`src/pkg/lrc_pkg.sv`:
```
// Package: register map, field layout and control types for the ladder reference control
package lrc_pkg;
   // ****************************************************************
   // Register map and fields
   // ****************************************************************
   localparam logic [11:0] LRC_CTRL_OFFSET = 12'h000;
   localparam logic [11:0] LRC_STATUS_OFFSET = 12'h004;
   localparam logic [7:0] LRC_CTRL_RESET = 8'h00;
   localparam int LRC_BIT_POWER_EN = 7;
   localparam int LRC_BIT_PIN_OE = 6;
   localparam int LRC_BIT_RANGE = 5;
   localparam int LRC_BIT_SOURCE = 4;
   localparam int LRC_LEVEL_MSB = 3;
   localparam int LRC_TAP_COUNT = 16;
   localparam int LRC_LOW_DIV = 24;
   localparam int LRC_HIGH_DIV = 32;
   localparam int LRC_HIGH_BASE_TAPS = 8;
   localparam logic [2:0] LRC_CMP_MUX4 = 3'h6;

   // ****************************************************************
   // Types
   // ****************************************************************
   typedef struct packed {
      logic power_en;
      logic pin_oe;
      logic range_low;
      logic source_ext;
      logic [3:0] level;
   } lrc_ctrl_t;

   typedef struct packed {
      logic ladder_on;
      logic pin_connect;
      logic cmp_ref_connect;
      logic supply_ext;
      logic range_low;
      logic [5:0] tap;
      logic [5:0] divisor;
   } lrc_ladder_t;
endpackage

```
`src/hw/lrc_top.sv`:
```
// Module: AHB-Lite slave holding the ladder reference control register
//
// Contract
// - Two ranges, each with a 4-bit level code picking one of 16 taps.
// - Range select at control bit 5 chooses between the two ranges.
// - Low range (select 1) gives level/24 of the supply.
// - High range (select 0) gives quarter supply plus level/32 of supply.
// - Supply comes from device rails or external reference pins, per bit 4.
// - Ladder powers down while the enable bit is clear.
// - Reset clears enable (bit 7) and pin output enable (bit 6).
// - Reset clears range select and all four level bits.
// - Output reaches port pin only with direction bit and output enable both set.
// - Wake from sleep leaves the control register unchanged.
// - Reference works regardless of comparator mode.
// - Comparators see the reference only in comparator mode 110.
`timescale 1ns/1ns
module lrc_top (
   input wire logic hclk,
   input wire logic hresetn,
   input wire logic hsel,
   input wire logic [11:0] haddr,
   input wire logic [1:0] htrans,
   input wire logic hwrite,
   input wire logic [2:0] hsize,
   input wire logic hready,
   input wire logic [31:0] hwdata,
   output logic [31:0] hrdata,
   output logic hreadyout,
   output logic hresp,
   input wire logic port_a2_direction_bit,
   input wire logic [2:0] comparator_mode_code,
   input wire logic sleep_wake,
   output logic ladder_power_enable,
   output logic ladder_pin_output_enable,
   output logic ladder_range_select,
   output logic ladder_source_select,
   output logic [3:0] ladder_level_code,
   output lrc_pkg::lrc_ladder_t ladder_switches
);
   // ****************************************************************
   // State
   // ****************************************************************
   typedef struct packed {
      lrc_pkg::lrc_ctrl_t ctrl;
      logic wr_pend;
      logic [11:0] addr;
      logic [31:0] rdata;
   } lrc_state_t;
   lrc_state_t state_r;
   lrc_state_t state_nxt;
   logic access;
   lrc_pkg::lrc_ladder_t ladder_w;

   // Word address decode used for both read and write paths
   function automatic logic hits(input logic [11:0] a, input logic [11:0] off);
      hits = (a[11:2] == off[11:2]);
   endfunction

   // Only NONSEQ/SEQ transfers with the bus ready count
   assign access = hsel & hready & htrans[1];

   // Bus handling; write data lands in the data phase, so the register
   // updates at the edge that completes the write (zero wait states)
   always_comb begin
      state_nxt = state_r;
      state_nxt.wr_pend = access & hwrite;
      if (access) begin
         state_nxt.addr = haddr;
      end
      if (state_r.wr_pend && hits(state_r.addr, lrc_pkg::LRC_CTRL_OFFSET)) begin
         state_nxt.ctrl = lrc_pkg::lrc_ctrl_t'(hwdata[7:0]);
      end
      // Read data is captured in the address phase so hrdata is a flop
      state_nxt.rdata = '0;
      if (access && !hwrite) begin
         if (hits(haddr, lrc_pkg::LRC_CTRL_OFFSET)) begin
            state_nxt.rdata = {24'h0, state_nxt.ctrl};
         end else if (hits(haddr, lrc_pkg::LRC_STATUS_OFFSET)) begin
            state_nxt.rdata = {22'h0, ladder_w.ladder_on, ladder_w.pin_connect,
                               ladder_w.cmp_ref_connect, ladder_w.supply_ext, ladder_w.range_low,
                               ladder_w.tap[4:0]};
         end
      end
      // Wake from sleep deliberately has no term here: the register keeps its value
   end

   // Register; async reset gives all-zero control
   always_ff @(posedge hclk or negedge hresetn) begin
      if (!hresetn) begin
         state_r.ctrl <= lrc_pkg::LRC_CTRL_RESET;
         state_r.wr_pend <= 1'b0;
         state_r.addr <= 12'h000;
         state_r.rdata <= 32'h0000_0000;
      end else begin
         state_r <= state_nxt;
      end
   end

   // ****************************************************************
   // Ladder decode
   // ****************************************************************
   lrc_tap_decode u_dec (
      .hclk(hclk),
      .hresetn(hresetn),
      .ctrl(state_r.ctrl),
      .port_a2_direction_bit(port_a2_direction_bit),
      .comparator_mode_code(comparator_mode_code),
      .ladder(ladder_w)
   );

   // Outputs straight from flops; back-to-back read after write sees new value
   assign hrdata = state_r.rdata;
   assign hreadyout = 1'b1;
   assign hresp = 1'b0;
   assign ladder_power_enable = state_r.ctrl.power_en;
   assign ladder_pin_output_enable = state_r.ctrl.pin_oe;
   assign ladder_range_select = state_r.ctrl.range_low;
   assign ladder_source_select = state_r.ctrl.source_ext;
   assign ladder_level_code = state_r.ctrl.level;
   assign ladder_switches = ladder_w;

   // ****************************************************************
   // Assertions
   // ****************************************************************
   AST_WRITE_TAKES: assert property (@(posedge hclk) disable iff (!hresetn)
      (access && hwrite && haddr[11:2] == 10'h000) ##1 1'b1 |=>
      ladder_level_code == $past(hwdata[3:0]) && ladder_power_enable == $past(hwdata[7]))
      else $error("control write not applied");
   AST_HOLD: assert property (@(posedge hclk) disable iff (!hresetn)
      !state_r.wr_pend |=> $stable(state_r.ctrl))
      else $error("control changed without write");
   AST_WAKE: assert property (@(posedge hclk) disable iff (!hresetn)
      sleep_wake && !state_r.wr_pend |=> $stable(state_r.ctrl))
      else $error("wake altered control");
   AST_READBACK: assert property (@(posedge hclk) disable iff (!hresetn)
      (access && !hwrite && haddr[11:2] == 10'h000 && !state_r.wr_pend) |=>
      hrdata == {24'h0, $past(state_r.ctrl)})
      else $error("readback mismatch");
   AST_UNMAPPED: assert property (@(posedge hclk) disable iff (!hresetn)
      (access && !hwrite && haddr[11:3] != 9'h000) |=> hrdata == 32'h0)
      else $error("unmapped read not zero");
   AST_POWER_FOLLOW: assert property (@(posedge hclk) disable iff (!hresetn)
      ##1 ladder_switches.ladder_on == $past(ladder_power_enable))
      else $error("ladder power not following enable");
   AST_SOURCE: assert property (@(posedge hclk) disable iff (!hresetn)
      ##1 ladder_switches.supply_ext == $past(ladder_source_select))
      else $error("supply selection wrong");
   AST_RESET_ZERO: assert property (@(posedge hclk)
      $rose(hresetn) |-> state_r.ctrl == 8'h00)
      else $error("control not cleared by reset");
   COV_WRITE: cover property (@(posedge hclk) disable iff (!hresetn) access && hwrite);
   COV_PIN: cover property (@(posedge hclk) disable iff (!hresetn) ladder_switches.pin_connect);
   COV_LOW: cover property (@(posedge hclk) disable iff (!hresetn) ladder_switches.range_low && ladder_switches.ladder_on);
endmodule

```
`src/hw/lrc_tap_decode.sv`:
```
// Module: ladder tap decoder that turns the control fields into analogue switch settings
`timescale 1ns/1ns
module lrc_tap_decode (
   input wire logic hclk,
   input wire logic hresetn,
   input wire lrc_pkg::lrc_ctrl_t ctrl,
   input wire logic port_a2_direction_bit,
   input wire logic [2:0] comparator_mode_code,
   output lrc_pkg::lrc_ladder_t ladder
);
   typedef struct packed {
      lrc_pkg::lrc_ladder_t ladder;
   } lrc_dec_state_t;
   lrc_dec_state_t state_r;
   lrc_dec_state_t state_nxt;

   // Reset image is the decode of an all-zero control word: high range, tap 8 over 32.
   // Keeps the tap checks true on the first edge after release.
   localparam lrc_pkg::lrc_ladder_t LADDER_RESET = '{ladder_on: 1'b0, pin_connect: 1'b0, cmp_ref_connect: 1'b0,
      supply_ext: 1'b0, range_low: 1'b0, tap: 6'(lrc_pkg::LRC_HIGH_BASE_TAPS), divisor: 6'(lrc_pkg::LRC_HIGH_DIV)};

   // Tap index numerator: low range is level/24, high is (8+level)/32
   function automatic logic [5:0] tap_of(input logic rng, input logic [3:0] lvl);
      if (rng) begin
         tap_of = {2'h0, lvl};
      end else begin
         tap_of = 6'(lrc_pkg::LRC_HIGH_BASE_TAPS) + {2'h0, lvl};
      end
   endfunction

   // Decode next ladder controls; pin and comparator switches follow their own enables even when powered down
   always_comb begin
      state_nxt = state_r;
      state_nxt.ladder.ladder_on = ctrl.power_en;
      state_nxt.ladder.range_low = ctrl.range_low;
      state_nxt.ladder.supply_ext = ctrl.source_ext;
      state_nxt.ladder.tap = tap_of(ctrl.range_low, ctrl.level);
      state_nxt.ladder.divisor = ctrl.range_low ? 6'(lrc_pkg::LRC_LOW_DIV) : 6'(lrc_pkg::LRC_HIGH_DIV);
      state_nxt.ladder.pin_connect = ctrl.pin_oe & port_a2_direction_bit;
      // Reference runs whatever the comparator mode; only the tie-in depends on it
      state_nxt.ladder.cmp_ref_connect = (comparator_mode_code == lrc_pkg::LRC_CMP_MUX4);
   end

   always_ff @(posedge hclk or negedge hresetn) begin
      if (!hresetn) begin
         state_r.ladder <= LADDER_RESET;
      end else begin
         state_r <= state_nxt;
      end
   end

   assign ladder = state_r.ladder;

   // ****************************************************************
   // Assertions
   // ****************************************************************
   AST_PIN_GATE: assert property (@(posedge hclk) disable iff (!hresetn)
      ladder.pin_connect |-> $past(ctrl.pin_oe) && $past(port_a2_direction_bit))
      else $error("pin connected without both enables");
   AST_TAP_LOW: assert property (@(posedge hclk) disable iff (!hresetn)
      $past(ctrl.range_low) |-> ladder.tap == {2'h0, $past(ctrl.level)} && ladder.divisor == 6'h18)
      else $error("low range tap wrong");
   AST_TAP_HIGH: assert property (@(posedge hclk) disable iff (!hresetn)
      !$past(ctrl.range_low) |-> ladder.tap == 6'h08 + {2'h0, $past(ctrl.level)} && ladder.divisor == 6'h20)
      else $error("high range tap wrong");
   AST_CMP_MODE: assert property (@(posedge hclk) disable iff (!hresetn)
      ladder.cmp_ref_connect == ($past(comparator_mode_code) == 3'h6))
      else $error("comparator tie-in wrong");
endmodule

```
`config.mk`:
```
export PLATFORM = sky130hd
export DESIGN_NAME = lrc_top
export DESIGN_NICKNAME = d
export VERILOG_FILES = /design/src/pkg/lrc_pkg.sv /design/src/hw/lrc_top.sv /design/src/hw/lrc_tap_decode.sv
export SDC_FILE = /design/constraint.sdc
export NUM_CORES = 1
export LEC_CHECK = 0
export ABC_AREA = 1
export BUFFER_PORTS_ARGS = -buffer_cell sky130_fd_sc_hd__buf_4
export CAP_MARGIN = 20
export CORE_MARGIN = 5
export CORE_UTILIZATION = 25
export DETAILED_ROUTE_END_ITERATION = 16
export GPL_ROUTABILITY_DRIVEN = 0
export GPL_TIMING_DRIVEN = 1
export SYNTH_ARGS = -nofsm -noshare
export SYNTH_HDL_FRONTEND = slang
export SYNTH_SLANG_ARGS = --single-unit
```
`constraint.sdc`:
```
create_clock -name hclk -period 1.2 [get_ports hclk]
set_input_delay 0.12 -clock hclk [delete_from_list [all_inputs] [get_ports hclk]]
set_output_delay 0.12 -clock hclk [all_outputs]
set_load 0.01 [all_outputs]
```
==> results by group <==
Run status
  – Status: finished with violations
  – Failing checks: setup timing

Floorplan
  – Die area: 9940 µm²
  – Core footprint: 7770 µm²
  – I/O Pins: 118
  – Die height: 99.7 µm
  – Num rows: 32
  – Starting Density: 0.259
  – Die Wd: 99.7 µm

Finish
  – Post-layout instance area: 2580 µm²
  – Area added between synthesis and finish: 28.4%
  – Share of layout cells above drive strength 1: 0.382
  – Antenna diodes: 0
  – Register area: 1000 µm²
  – # fillers: 816
  – Fin nets: 339
  – Multi-input gate area: 703 µm²

Timing
  – RSZ-0062 raised after global routing: yes
  – Max Clk Rate: 804 MHz
  – Final Slew Violations: 0
  – Final Hold Viols: 0
  – Clock skew: 0.0127 ns
  – Hold slack: 0.0380 ns
  – Setup Viol. Count Final: 11
  – Final WS setup: -0.0444 ns
  – TNS Setup: -0.252 ns
  – Final period util: 1.04
  – Tmin final: 1.24 ns

Clock network
  – # H-tree levels: 2
  – Worst-case clock buffer depth: 2
  – Worst-Skew Late Latency: 0.29 ns
  – CTS tree: yes
  – Root Driver: clkbuf_8
  – CTS buffer count: 5
  – Clock Pin Slew Worst Setup and Hold Paths: 0.08 ns
  – Clock sink count: 40

Synthesis
  – Synthesized cell area: 2010 µm²
  – Mean Syn Cell Area: 8.98 µm²
  – Synthesis-stage register bit count: 40
  – Yosys warning total: 0
  – Syn Inst Count: 224
  – Seq/Total Area, Yosys: 0.499
  – Synth unique cells: 25

Pwr
  – Pwr Density: 1150 nW/µm²
  – Peak supply drop: 0.441 mV
  – Lkg Pwr: 1.35 nW

Flow run
  – Max-cap viol count: 0

Worst setup path
  – Worst EP required: 1.36 ns
  – Worst-path cell chain: nor2_1 > nand2_1 > nor2_2 > buf_6 > nand3_2 > nand3_1 > a21oi_2
  – Crit path buf inv count: 1
  – Crit Path Max Fanout: 8
  – Critical Path AT: 1.41 ns
  – Startpoint types: flop
  – Setup crit end kind: flop
  – Critical path's slowest cell: dfrtp_1
  – Crit path kind: flop to flop
  – Crit-path leading delay family: simple AND/OR/NAND/NOR gates
  – CP max stage delay: 0.38 ns

Min path
  – Hold/Removal Path Class: input pin to flop

Drt
  – Final wirelength: 4420 µm
  – DRC: 0
  – Avg WL per Cell: 11.6 µm
  – Drt first-iter violations: 82
  – Post-detailed-route via-to-cell ratio: 3.82
  – Vias post-DR: 1458
  – Remaining antenna violation count: 0
  – DRT Pass-1 Iters: 4

Global route
  – Vias in the first global route: 1486
  – Gr usage total: 0.0888
  – Initial antenna violation count: 0
  – Largest net degree at the start of global routing: 41
  – Global-route wire length before repair: 6930 µm
  – Remaining Overflow, GRT: 0

Place
  – Port Buf Inserts: 58
  – Post-Place Cell Area: 2370 µm²
  – Hpwl dp: 3400 µm
  – Pre-CTS setup slack: -0.0794 ns
## area by class of cell
class,instances,share of cell area
inverters,35,0.0514
multi-input cells,128,0.272
repair buffers,69,0.205
clock buffers,6,0.0281
flip-flops and latches,40,0.389
clock inverters,2,0.00484
well taps,102,0.0494
## sequential cells by signal, summed over array words and instances, names as in the netlist
register                  cells
ladder_level_code             4
ladder_power_enable           1
state_r                      11
hrdata                       10
ladder_range_select           1
ladder_pin_output_enable      1
ladder_source_select          1
u_dec.ladder                 11
## routing by layer
metal	vias up	routed length (µm)	global-route usage
met3	5	402	0.0309
met2	57	2100	0.146
met5	-	0	0
li1	727	-	-
met1	669	1830	0.105
met4	0	84	0.0378
## path summary, 6_finish.rpt
check	start	endpoint	cells after the start	slack, ns
max reg2reg	state_r[36]	hrdata[4]	7	-0.04
max	state_r[36]	hrdata[4]	7	-0.04
min reg2reg	ladder_range_select	u_dec.ladder[4]	0	0.40
min	port_a2_direction_bit	u_dec.ladder[15]	3	0.04
max in group asynchronous	hresetn	u_dec.ladder[9]	2	0.50
min in group asynchronous	hresetn	state_r[42]	2	0.35
## repair_timing
| item | in CTS | in global routing |
|---|---|---|
| setup endpoints to repair | 16 | 16 |
| pin swaps | 16 | 11 |
| setup buffers | 1 | 2 |
| hold buffers | 2 | 0 |
| hold endpoints to repair | 39 | 0 |
| resized for setup | 14 | 9 |
## logic make-up after synthesis
family	synth area share
AOI/OAI and AO/OA	0.0448
and+or+nand+nor	0.201
buffers and inverters	0.240
DFF	0.499
muxes	0.00560
adders and majority gates	0.00622
other	0.00373
## power by group
part | internal (mW) | switching [mW] | total (mW)
combinational | 0.271 | 0.303 | 0.574
sequential | 1.47 | 0.0731 | 1.55
clock | 0.406 | 0.452 | 0.859
total | 2.15 | 0.829 | 2.98
## cells in the final DEF, fill, tap and decap left out, types with 3 or more instances in the layout
cell type / count
dfrtp_1: 38
inv_1: 31
clkbuf_8: 5
inv_2: 3
nor2_1: 11
a21oi_1: 5
o21ai_0: 8
buf_4: 65
nand2_1: 22
and2_1: 7
conb_1: 28
nand3_2: 10
nand3_1: 16
nand2_2: 5
a21oi_2: 4
## metrics by stage
step	total power [mW]	std cells	utilization
4_1_cts	2.99	380	0.327
6_report	2.98	382	0.332
3_3_place_gp	2.08	369	0.305
3_5_place_dp	2.09	369	0.305
2_1_floorplan	1.91	250	-
5_1_grt	3.15	382	0.332
## worst min-delay path, delay by kind of cell
| kind | cells | cell delay (ns) |
|---|---|---|
| and+or+nand+nor | 1 | 0.04 |
| buffers and inverters | 2 | 0.13 |
## synth_stat cells, drive strengths merged
cell     n  share of area
inv     34          0.063
dfstp    2          0.026
nand3   27          0.073
nor2    14          0.032
buf     46           0.17
nor3b    2         0.0075
o21ai    9          0.022
and2     9          0.028
dfrtp   38           0.47
clkbuf   1         0.0019
ha       1         0.0062
conb     2         0.0037
a21oi    9          0.022
clkinv   1         0.0025
nor3     1         0.0081
mux2     1         0.0056
nand2   27          0.052
Note: power is estimated with default switching activity, not from simulation.
